## src/verilog/ebn_pkg.sv

```systemverilog
// Shared constants and types of the expansion bus NAND path, clock and reset
package ebn_pkg;

  // Widths of the external bus and of the timing and divider fields
  localparam int DATA_W = 16;
  localparam int ADDR_W = 24;
  localparam int CS_N   = 4;
  localparam int CS_W   = 2;
  localparam int TIM_W  = 4;
  localparam int DIV_W  = 3;

  // Divider limits; the smallest keeps a 200 MHz bus clock at 66.7 MHz at most
  localparam logic [DIV_W-1:0] DIV_MIN = 3'h3;
  localparam logic [DIV_W-1:0] DIV_MAX = 3'h7;
  localparam logic [DIV_W-1:0] DIV_DEF = 3'h7;
  localparam logic [DIV_W-1:0] DIV_ONE = 3'h1;

  // Bus size codes; the two upper codes are reserved
  localparam logic [1:0] BUS_8  = 2'h0;
  localparam logic [1:0] BUS_16 = 2'h1;

  // Boot chip select index and its reset enable
  localparam logic [CS_W-1:0] BOOT_CS     = 2'h0;
  localparam logic            BOOT_CS_RST = 1'b1;

  // Phase counter limits, in divided clock periods
  localparam logic [TIM_W-1:0] TIM_ZERO = 4'h0;
  localparam logic [TIM_W-1:0] TIM_ONE  = 4'h1;

  // Polarity code: zero asserts the strobe low
  localparam logic POL_LOW = 1'b0;

  // Access sequence, Gray coded from ST_IDLE to ST_RECOV
  typedef enum logic [2:0] {
    ST_IDLE  = 3'h0,
    ST_ALE   = 3'h1,
    ST_AHOLD = 3'h3,
    ST_STRB  = 3'h2,
    ST_RECOV = 3'h6
  } ebn_state_t;

endpackage

```

## src/verilog/ebn_nand_ctrl.sv

```systemverilog
// Expansion bus controller: NAND path, chip selects, boot width, clock, reset
`timescale 1ns/1ps
`default_nettype none

// Overview of operation
// - NAND mode only on the dedicated path
// - NAND mode when address-latch and strobe bits zero
// - One strobe toggle per whole expansion cycle
// - Write to NAND window starts a write cycle
// - Flash read strobe, polarity configurable, default low
// - Flash write strobe, may become extra select
// - Flash busy holds the strobe phase
// - Bus size 00 8-bit, 01 16-bit
// - Address first with latch pulse, then data
// - Flash strobes idle on chip select accesses
// - Boot select enabled after reset, normal mode
// - Boot width comes from two pins
// - Divide bus clock by 3 to 7
// - Reference clock in reset, divided after
// - Peripheral clock runs by default
// - Cycle timing counted in divided periods
// - Reset clears the block logic
// - Self-clearing soft reset keeps configuration
// - Clearing clock enable stops peripheral clock
module ebn_nand_ctrl (
  input  wire logic                        clk,
  input  wire logic                        srst,
  input  wire logic                        soft_rst_req,
  input  wire logic                        cfg_ale_mode,
  input  wire logic                        cfg_command_strobe_mode_bit,
  input  wire logic [1:0]                  cfg_bus_size,
  input  wire logic                        cfg_re_pol,
  input  wire logic                        cfg_we_pol,
  input  wire logic                        cfg_we_as_cs,
  input  wire logic [ebn_pkg::DIV_W-1:0]   cfg_clk_div,
  input  wire logic                        cfg_clk_en,
  input  wire logic [ebn_pkg::TIM_W-1:0]   cfg_t_setup,
  input  wire logic [ebn_pkg::TIM_W-1:0]   cfg_t_strobe,
  input  wire logic [ebn_pkg::TIM_W-1:0]   cfg_t_hold,
  input  wire logic                        cfg_cs0_off,
  input  wire logic [1:0]                  boot_width_pins,
  input  wire logic                        req_valid,
  output logic                             req_ready,
  input  wire logic                        req_nand,
  input  wire logic                        req_write,
  input  wire logic [ebn_pkg::CS_W-1:0]    req_cs,
  input  wire logic [ebn_pkg::ADDR_W-1:0]  req_addr,
  input  wire logic [ebn_pkg::DATA_W-1:0]  req_wdata,
  output logic                             rsp_valid,
  output logic                             rsp_err,
  output logic [ebn_pkg::DATA_W-1:0]       rsp_rdata,
  output logic                             periph_clk,
  output logic                             exp_ale,
  output logic [ebn_pkg::ADDR_W-1:0]       exp_addr,
  output logic [ebn_pkg::CS_N-1:0]         cs_n,
  output logic                             exp_re_n,
  output logic                             exp_we_n,
  output logic                             flash_read_strobe_n,
  output logic                             flash_write_strobe_n,
  output logic [ebn_pkg::DATA_W-1:0]       data_o,
  output logic [1:0]                       data_oe_n,
  input  wire logic [ebn_pkg::DATA_W-1:0]  data_i,
  input  wire logic                        flash_rdy,
  output logic [1:0]                       boot_width,
  output logic                             busy,
  output logic                             soft_rst_active
);

  ebn_pkg::ebn_state_t st_r;

  logic                            soft_rst_r;
  logic                            logic_rst;
  logic                            tick;
  logic                            rdy_s;
  logic [ebn_pkg::DATA_W-1:0]      data_s;
  logic [1:0]                      boot_pins_s;
  logic [1:0]                      boot_width_r;
  logic                            boot_cs_en_r;
  logic [ebn_pkg::TIM_W-1:0]       cnt_r;
  logic                            phase_done;
  logic                            nand_r;
  logic                            wr_r;
  logic                            we_cs_r;
  logic                            wide_r;
  logic [ebn_pkg::CS_W-1:0]        cs_r;
  logic [ebn_pkg::ADDR_W-1:0]      addr_r;
  logic [ebn_pkg::DATA_W-1:0]      wdata_r;
  logic [1:0]                      size_sel;
  logic                            nand_mode;
  logic                            req_bad;
  logic                            nand_path;
  logic                            strb_on;
  logic                            drv_addr;
  logic                            drv_data;
  logic                            rdy_ok;
  logic [1:0]                      rd_cap_r;

  // Self-clearing soft reset: a single-cycle pulse, merged with the pin reset
  always_ff @(posedge clk) begin
    if (srst) begin
      soft_rst_r <= 1'b0;
    end else begin
      soft_rst_r <= soft_rst_req && !soft_rst_r;
    end
  end

  // Pin reset is synchronised outside the block
  assign logic_rst       = srst || soft_rst_r;
  assign soft_rst_active = soft_rst_r;

  ebn_clk_gen u_clk_gen (
    .clk        (clk),
    .srst       (srst),
    .logic_rst  (logic_rst),
    .div_sel    (cfg_clk_div),
    .clk_en     (cfg_clk_en),
    .periph_clk (periph_clk),
    .tick       (tick)
  );

  ebn_sync #(.W(1)) u_sync_rdy (
    .clk    (clk),
    .srst   (srst),
    .pin_i  (flash_rdy),
    .sync_o (rdy_s)
  );

  ebn_sync #(.W(ebn_pkg::DATA_W)) u_sync_data (
    .clk    (clk),
    .srst   (srst),
    .pin_i  (data_i),
    .sync_o (data_s)
  );

  ebn_sync #(.W(2)) u_sync_boot (
    .clk    (clk),
    .srst   (1'b0), // Pins must pass through while reset holds
    .pin_i  (boot_width_pins),
    .sync_o (boot_pins_s)
  );

  // Boot width is sampled while reset is held; soft reset leaves it alone
  always_ff @(posedge clk) begin
    if (srst) begin
      boot_width_r <= boot_pins_s;
    end
  end

  assign boot_width = boot_width_r;

  // Boot select starts enabled; software may switch it off later
  always_ff @(posedge clk) begin
    if (srst) begin
      boot_cs_en_r <= ebn_pkg::BOOT_CS_RST;
    end else if (cfg_cs0_off) begin
      boot_cs_en_r <= 1'b0;
    end
  end

  // Both mode bits at zero select NAND; reset defaults give exactly that
  assign nand_mode = !cfg_ale_mode && !cfg_command_strobe_mode_bit;

  // Boot select takes its width from the pins, others from software
  assign size_sel = (!req_nand && req_cs == ebn_pkg::BOOT_CS) ?
                    boot_width_r : cfg_bus_size;

  // Refuse reserved widths, NAND outside NAND mode unless the write strobe is a select, disabled boot select
  always_comb begin
    req_bad = 1'b0;
    if (size_sel != ebn_pkg::BUS_8 && size_sel != ebn_pkg::BUS_16) begin
      req_bad = 1'b1;
    end
    if (req_nand && !cfg_we_as_cs && !nand_mode) begin
      req_bad = 1'b1;
    end
    if (!req_nand && req_cs == ebn_pkg::BOOT_CS && !boot_cs_en_r) begin
      req_bad = 1'b1;
    end
  end

  assign req_ready = (st_r == ebn_pkg::ST_IDLE) && !logic_rst;
  assign busy      = (st_r != ebn_pkg::ST_IDLE);

  // Flash ready gates only the dedicated NAND path
  assign nand_path = nand_r && !we_cs_r;
  assign rdy_ok    = !nand_path || rdy_s;

  // A phase ends when its count of divided periods has run out
  assign phase_done = tick && (cnt_r <= ebn_pkg::TIM_ONE);

  // Request capture; chip select accesses never carry the NAND flag
  always_ff @(posedge clk) begin
    if (logic_rst) begin
      nand_r  <= 1'b0;
      wr_r    <= 1'b0;
      we_cs_r <= 1'b0;
      wide_r  <= 1'b0;
      cs_r    <= '0;
      addr_r  <= '0;
      wdata_r <= '0;
    end else if (req_valid && req_ready && !req_bad) begin
      nand_r  <= req_nand;
      wr_r    <= req_write;
      we_cs_r <= req_nand && cfg_we_as_cs;
      wide_r  <= (size_sel == ebn_pkg::BUS_16);
      cs_r    <= req_cs;
      addr_r  <= req_addr;
      wdata_r <= req_wdata;
    end
  end

  // Access sequence: latch, address hold, strobe, recovery
  always_ff @(posedge clk) begin
    if (logic_rst) begin
      st_r  <= ebn_pkg::ST_IDLE;
      cnt_r <= ebn_pkg::TIM_ZERO;
    end else begin
      if (tick && cnt_r != ebn_pkg::TIM_ZERO) begin
        cnt_r <= cnt_r - ebn_pkg::TIM_ONE;
      end
      case (st_r)
        ebn_pkg::ST_IDLE: begin
          if (req_valid && !req_bad) begin
            st_r  <= ebn_pkg::ST_ALE;
            cnt_r <= cfg_t_setup;
          end
        end
        ebn_pkg::ST_ALE: begin
          if (phase_done) begin
            st_r  <= ebn_pkg::ST_AHOLD;
            cnt_r <= cfg_t_hold;
          end
        end
        ebn_pkg::ST_AHOLD: begin
          if (phase_done) begin
            st_r  <= ebn_pkg::ST_STRB;
            cnt_r <= cfg_t_strobe;
          end
        end
        ebn_pkg::ST_STRB: begin
          if (phase_done && rdy_ok) begin
            st_r  <= ebn_pkg::ST_RECOV;
            cnt_r <= cfg_t_hold;
          end
        end
        ebn_pkg::ST_RECOV: begin
          if (phase_done) begin
            st_r <= ebn_pkg::ST_IDLE;
          end
        end
        default: begin
          st_r <= ebn_pkg::ST_IDLE;
        end
      endcase
    end
  end

  // Phase decode feeding the registered pins
  assign strb_on  = (st_r == ebn_pkg::ST_STRB);
  assign drv_addr = (st_r == ebn_pkg::ST_ALE) || (st_r == ebn_pkg::ST_AHOLD);
  assign drv_data = wr_r && (strb_on || st_r == ebn_pkg::ST_RECOV);

  // Answer: one pulse on refusal or at the end of recovery
  always_ff @(posedge clk) begin
    if (logic_rst) begin
      rsp_valid <= 1'b0;
      rsp_err   <= 1'b0;
    end else begin
      rsp_valid <= (req_valid && req_ready && req_bad) ||
                   (st_r == ebn_pkg::ST_RECOV && phase_done);
      rsp_err   <= req_valid && req_ready && req_bad;
    end
  end

  // Read data is taken two clocks after the strobe ends, once the synchroniser
  // shows what the flash drove; narrow bus zero-fills the upper byte
  always_ff @(posedge clk) begin
    if (logic_rst) begin
      rd_cap_r  <= '0;
      rsp_rdata <= '0;
    end else begin
      rd_cap_r <= {rd_cap_r[0], strb_on && phase_done && rdy_ok && !wr_r};
      if (rd_cap_r[1]) begin
        rsp_rdata <= wide_r ? data_s : {8'h00, data_s[7:0]};
      end
    end
  end

  // Multiplexed bus: address first under the latch pulse, then data
  always_ff @(posedge clk) begin
    if (logic_rst) begin
      exp_ale   <= 1'b0;
      exp_addr  <= '0;
      data_o    <= '0;
      data_oe_n <= 2'h3;
    end else begin
      exp_ale  <= (st_r == ebn_pkg::ST_ALE);
      exp_addr <= addr_r;
      if (drv_addr) begin
        data_o    <= addr_r[ebn_pkg::DATA_W-1:0];
        data_oe_n <= {!wide_r, 1'b0};
      end else if (drv_data) begin
        data_o    <= wdata_r;
        data_oe_n <= {!wide_r, 1'b0};
      end else begin
        data_oe_n <= 2'h3;
      end
    end
  end

  // Chip selects are active low and follow the whole access
  for (genvar i = 0; i < ebn_pkg::CS_N; i++) begin : g_cs
    always_ff @(posedge clk) begin
      if (logic_rst) begin
        cs_n[i] <= 1'b1;
      end else begin
        cs_n[i] <= !(busy && !nand_r && cs_r == ebn_pkg::CS_W'(i));
      end
    end
  end

  // Generic strobes serve only chip select accesses
  always_ff @(posedge clk) begin
    if (logic_rst) begin
      exp_re_n <= 1'b1;
      exp_we_n <= 1'b1;
    end else begin
      exp_re_n <= !(strb_on && !nand_r && !wr_r);
      exp_we_n <= !(strb_on && !nand_r && wr_r);
    end
  end

  // Flash strobes toggle once per cycle; idle level follows the polarity, except the write strobe as a select, which idles high
  always_ff @(posedge clk) begin
    if (logic_rst) begin
      flash_read_strobe_n  <= (cfg_re_pol == ebn_pkg::POL_LOW);
      flash_write_strobe_n <= (cfg_we_pol == ebn_pkg::POL_LOW);
    end else begin
      flash_read_strobe_n <= !((strb_on && nand_path && !wr_r) ^ cfg_re_pol);
      if (cfg_we_as_cs) begin
        flash_write_strobe_n <= !(busy && we_cs_r);
      end else begin
        flash_write_strobe_n <= !((strb_on && nand_path && wr_r) ^ cfg_we_pol);
      end
    end
  end

  // Select and latch lines for the flash are GPIO, not produced here

endmodule

`default_nettype wire

```

## src/verilog/ebn_sync.sv

```systemverilog
// Two-flop synchroniser for pins that come from outside the clock domain
`timescale 1ns/1ps
`default_nettype none

module ebn_sync #(
  parameter int W = 1
) (
  input  wire logic         clk,
  input  wire logic         srst,
  input  wire logic [W-1:0] pin_i,
  output logic      [W-1:0] sync_o
);

  logic [W-1:0] meta_r;

  // First stage feeds only the second stage
  always_ff @(posedge clk) begin
    if (srst) begin
      meta_r <= '0;
      sync_o <= '0;
    end else begin
      meta_r <= pin_i;
      sync_o <= meta_r;
    end
  end

endmodule

`default_nettype wire

```

## src/verilog/ebn_clk_gen.sv

```systemverilog
// Divided peripheral clock generator with reset clock select and gating
`timescale 1ns/1ps
`default_nettype none

module ebn_clk_gen (
  input  wire logic                     clk,
  input  wire logic                     srst,
  input  wire logic                     logic_rst,
  input  wire logic [ebn_pkg::DIV_W-1:0] div_sel,
  input  wire logic                     clk_en,
  output logic                          periph_clk,
  output logic                          tick
);

  logic [ebn_pkg::DIV_W-1:0] div_r;
  logic [ebn_pkg::DIV_W-1:0] cnt_r;
  logic [ebn_pkg::DIV_W-1:0] div_nxt;
  logic                      level_r;
  logic                      en_r;
  logic                      sel_ref_r;
  logic                      wrap;

  // Out-of-range divide values are clamped so the clock never runs too fast
  always_comb begin
    if (div_sel < ebn_pkg::DIV_MIN) begin
      div_nxt = ebn_pkg::DIV_MIN;
    end else begin
      div_nxt = div_sel;
    end
  end

  assign wrap = (cnt_r == div_r - ebn_pkg::DIV_ONE);
  assign tick = (cnt_r == '0) && !logic_rst;

  // Divider counter; a new ratio only takes effect at a period boundary
  always_ff @(posedge clk) begin
    if (logic_rst) begin
      div_r <= ebn_pkg::DIV_DEF;
      cnt_r <= '0;
    end else if (wrap) begin
      div_r <= div_nxt;
      cnt_r <= '0;
    end else begin
      cnt_r <= cnt_r + ebn_pkg::DIV_ONE;
    end
  end

  // High for the first div_r/2 + 1 cycles of each period, div_r/2 rounded down
  always_ff @(posedge clk) begin
    if (logic_rst) begin
      level_r <= 1'b0;
    end else begin
      level_r <= wrap || (cnt_r < (div_r >> 1));
    end
  end

  // Enable changes only at the wrap, while the level is low, to avoid runts
  always_ff @(posedge clk) begin
    if (srst) begin
      en_r <= 1'b1;
    end else if (wrap) begin
      en_r <= clk_en;
    end
  end

  // Reference clock during reset, divided clock from the first edge after
  always_ff @(posedge clk) begin
    if (srst) begin
      sel_ref_r <= 1'b1;
    end else begin
      sel_ref_r <= 1'b0;
    end
  end

  // The switch may glitch once at reset release; peripherals must tolerate it
  assign periph_clk = sel_ref_r ? clk : (level_r && en_r);

endmodule

`default_nettype wire

```

## config.mk

```make
export PLATFORM = sky130hd
export DESIGN_NAME = ebn_nand_ctrl
export DESIGN_NICKNAME = d
export VERILOG_FILES = /design/src/verilog/ebn_pkg.sv /design/src/verilog/ebn_nand_ctrl.sv /design/src/verilog/ebn_sync.sv /design/src/verilog/ebn_clk_gen.sv
export SDC_FILE = /design/constraint.sdc
export NUM_CORES = 1
export LEC_CHECK = 0
export BUFFER_PORTS_ARGS = -buffer_cell sky130_fd_sc_hd__buf_2
export CAP_MARGIN = 20
export CORE_UTILIZATION = 56
export DETAILED_ROUTE_END_ITERATION = 8
export GPL_TIMING_DRIVEN = 0
export PLACE_DENSITY_LB_ADDON = 0.08
export SLEW_MARGIN = 20
export SYNTH_ARGS = -nofsm -noshare
export SYNTH_HDL_FRONTEND = slang
export SYNTH_SLANG_ARGS = --single-unit
```

## constraint.sdc

```tcl
create_clock -name clk -period 4.4 [get_ports clk]
set_input_delay 0.88 -clock clk [delete_from_list [all_inputs] [get_ports clk]]
set_output_delay 0.88 -clock clk [all_outputs]
set_load 0.02 [all_outputs]
```

[Yosys cells after proc, flatten, opt, wreduce, memory -nomap -nowiden]
Cells that the tools add are included.
Storage, ports and cells
  bits in registers: 175
Cells by class
  $add $sub $neg: 3
  order comparisons: 3
  eq/ne operators: 15
  muxes and demuxes: 27
  bitwise gates (word level): 4
  reductions and logical operators: 75
Operators with widths (count)
  16-bit two-way mux: 3
  1-bit logical AND: 36
  1-bit zero test: 23
  4-bit two-way mux: 5
  3-bit two-way mux: 6
  4-bit case mux with 4 select lines: 1
  3-bit case mux with 5 select lines: 1
  1-bit two-way mux: 8
  3-bit by 2-bit equality test with 1-bit output (second input constant): 2
  3-bit zero test: 2
  1-bit logical OR: 6
  2-bit two-way mux: 3
  2-bit by 1-bit != test with 1-bit output (second input constant): 3
  2-bit != test (second input constant): 3
  5-bit AND reduction: 1
  2-bit by 1-bit equality test with 1-bit output (second input constant): 2
  2-bit equality test (second input constant): 2
  4-bit by 1-bit less-or-equal comparator with 1-bit output (second input constant): 1
  2-bit zero test: 2
  2-bit nonzero test: 2
  4-bit nonzero test: 1
  4-bit by 1-bit subtractor with 4-bit output (second input constant): 1
  3-bit by 1-bit adder with 3-bit output (second input constant): 1
  3-bit by 1-bit equality test with 1-bit output (second input constant): 1
  other kinds (9): 11

[Logic depth before layout (Yosys ltp)]
  word-level depth: 12
  gate-level depth with buffers: 9
  mapped depth without buffers: 7

[Cells and area by module]
From an unflattened synthesis, not the netlist that was laid out.
Unflattened totals
  cells, all modules: 626
  area total of the unflattened synthesis: 6431.2 µm²
By module, submodules not included
  ebn_nand_ctrl: instances 1, cells an instance 489, area each 4863.4 µm², seq. area each 2582.5 µm²
  ebn_sync (u_sync_data): instances 1, cells an instance 67, area each 863.3 µm², seq. area each 640.6 µm²
  ebn_clk_gen: instances 1, cells an instance 58, area each 546.8 µm², seq. area each 180.2 µm²
  ebn_sync (u_sync_boot): instances 1, cells an instance 8, area each 105.1 µm², seq. area each 80.1 µm²
  ebn_sync (u_sync_rdy): instances 1, cells an instance 4, area each 52.6 µm², seq. area each 40.0 µm²

==> reports/qor.csv <==
stage,metric,value,unit
global_routing,top_usage_layer,met2,
critical_path,worstSetupPathType,clock port to output pin,
routing,via_count,5426,
yosys,synth_area_leaders,"dfxtp_1, nand2_1, nor2b_1",
clocking,path_clk_slew,70,ps
sta,timing.final.ws_setup,837,ps
yosys,yosysTopAreaCell,dfxtp_1,
global_routing,grt_util_met1,32.9,%
sta,setup_viol,0,
clocking,post_cts_resized,0,
layout,drive_gt1_share,23.8,%
sta,slew_headroom,49.5,%
critical_path,timing.rr.start,st_r[2],
layout,seqCellArea,3520,µm²
global_routing,grt-ovfl-total,0,
layout,fillerInstances,861,
routing,via_per_inst,5.24,
clocking,worstSkewPairLatency,640,ps
sta,tns,0,ps
routing,wl,15800,µm
worst_hold_path,hold_path_startpoint,u_sync_boot.meta_r[1],
yosys,yosysSeqAreaShare,56.1,%
routing,firstDrtPassIters,5,
yosys,synth_cell_types,53,
layout,multi_input_area,2560,µm²
sta,worstMarginPinSlew,747,ps
power,p_per_area,452,nW/µm²
layout,fin_util,72.5,%
global_routing,grt_pass1_vias,5235,
placed_design,place.port_buffers,165,
critical_path,arrival,2680,ps
yosys,synth.net_count,793,
power,vdd_drop_max,0.000422,V
routing,postRouteAntennaNets,0,
status,outcome,finished clean,
placed_design,place_ws,996,ps
die,io_pins,166,
die,coreArea,10900,µm²
sta,slew_viol_final,0,
clocking,cts_hold_buffers,0,
sta,finalHoldViolations,0,
run,cap_violations,0,
yosys,yosysTopAreaCellShare,55.2,%
critical_path,reg2regPathDepth,8,
yosys,async_flop_share,0,%
worst_hold_path,hold_depth,0,
yosys,synth_ff_type,dfxtp_1,
yosys,synth_edf_count,2,
die,fp.dieW,108,µm
yosys,syn-cell-area,6280,µm²
global_routing,grt_util_met3,7.38,%
global_routing,grt_max_degree,17,
yosys,synth.most_common_cell,dfxtp_1,
yosys,yosys_warnings,0,
die,initial_core_util,57.6,%
power,report.power.total,3.56,mW
layout,nets,980,
yosys,yosys-top-cells-count,"dfxtp_1, nand2_1, nor2_1, nor2b_1, a21oi_1",
routing,drt_iter0_markers,326,
die,chipHeight,108,µm
critical_path,crit_fanout,2,
sta,grt_setup_unrepaired,false,
layout,syn_to_final_growth,25.7,%
layout,final_area,7890,µm²
critical_path,end_kind,output pin,
critical_path,startpoint,clk,
yosys,avgSynthCellArea,9.02,µm²
global_routing,grtUsageMet2,47.8,%
clocking,cts_setup_buffers,0,
critical_path,cp.required,3520,ps
placed_design,post-dp-hpwl,11400,µm
routing,wl_per_cell,15.3,µm
global_routing,antenna_found_initial,0,
sta,fin_skew,7.32,ps
placed_design,placed_area,7280,µm²
power,power.leakage,3.46,nW
die,die-area,11600,µm²
yosys,ys_ff_latch,175,
critical_path,startpoint_type,clock port,
clocking,cts_tree,built,
worst_hold_path,min_path_type,flip-flop to flip-flop,
layout,diodes,0,
routing,drc_errors,0,
global_routing,grt_pass1_wl,24700,µm
yosys,synth_cells,696,
placed_design,place.gp.congestion,0.884,
global_routing,grtUsageTotal,28.3,%
die,placementRows,38,
[worst max-delay path, stage by stage]
cell	delay (ps)
clkbuf_8	110
clkbuf_8	120
nand2_1	40
o21ai_0	60
buf_2	160
[sequential cells by signal (all words and copies together), names as in the netlist, 2 cells and up]
| name | count |
|---|---|
| addr_r | 24 |
| boot_width | 2 |
| cnt_r | 4 |
| cs_n | 4 |
| cs_r | 2 |
| data_o | 16 |
| data_oe_n | 2 |
| exp_addr | 24 |
| rd_cap_r | 2 |
| rsp_rdata | 16 |
| st_r | 3 |
| u_clk_gen.cnt_r | 3 |
| u_clk_gen.div_r | 3 |
| u_sync_boot.meta_r | 2 |
| u_sync_boot.sync_o | 2 |
| u_sync_data.meta_r | 16 |
| u_sync_data.sync_o | 16 |
| wdata_r | 16 |
[cells in the final DEF (no fill, tap or decap), types with 4 or more instances in the layout]
master     netlist  layout
or2_2            5       5
nor2b_1         44      44
xnor2_1          5       5
ha_1             6       6
nor3b_1          6       6
nor3_1          10      10
nand2_1        163     163
clkbuf_1        36      37
a31oi_1          5       5
nand3_1         12      12
inv_1           10      10
a21oi_1         37      37
clkbuf_16        0      16
nand2b_1         6       6
mux2i_1         12      12
mux2_2           4       4
and2_1          27      27
o21ai_0         11      11
dfxtp_1        173     173
clkbuf_8         0       4
nor2_1          54      54
a21o_1           6       6
buf_2            3     168
and3_1           4       4
a311oi_1        16      16
[final cells by class]
type	instances	share of cell area, %
buffer	41	2.00
clock buffer	22	5.88
sequential	175	44.7
timing repair buffer	164	10.4
tap	140	2.22
clock inverter	13	1.95
inverter	10	0.476
multi-input combinational	470	32.4
[where the power goes]
| part | total [mW] | switching (mW) | internal, mW |
|---|---|---|---|
| logic | 0.355 | 0.218 | 0.137 |
| clock network | 1.53 | 0.648 | 0.882 |
| registers | 1.68 | 0.0315 | 1.65 |
| total | 3.56 | 0.898 | 2.67 |
[per-stage QoR]
stage	hold WS [ps]	std cells
finish	329	1035
detailed placement	315	1001
floorplan	310	696
CTS	320	1035
global route	316	1035
global placement	313	1001
[cells by family (layout without fill, tap and decap cells)]
| group | after synthesis | in the layout | synth area share, % |
|---|---|---|---|
| AND/OR/NAND/NOR | 341 | 341 | 25.3 |
| flip-flops | 175 | 175 | 56.1 |
| AO/OA/AOI/OAI | 100 | 100 | 10.6 |
| buffers and inverters | 51 | 250 | 3.11 |
| multiplexers | 16 | 16 | 2.63 |
| XOR/XNOR | 7 | 7 | 0.977 |
| adder cells (fa/ha/maj) | 6 | 6 | 1.20 |
[worst paths after layout]
path	slack, ps	end
max reg2reg	1710	wdata_r[3]
min reg2reg	330	u_sync_boot.sync_o[1]
max	840	periph_clk
min	330	u_sync_boot.sync_o[1]
[per-layer routing]
| metal | up-vias | share of wire [%] |
|---|---|---|
| li1 | 2676 | - |
| met2 | 191 | 48 |
| met4 | 0 | 2.9 |
| met3 | 42 | 6.3 |
| met5 | - | 0 |
| met1 | 2517 | 43 |
No activity file was read; power rests on OpenSTA's default activity.
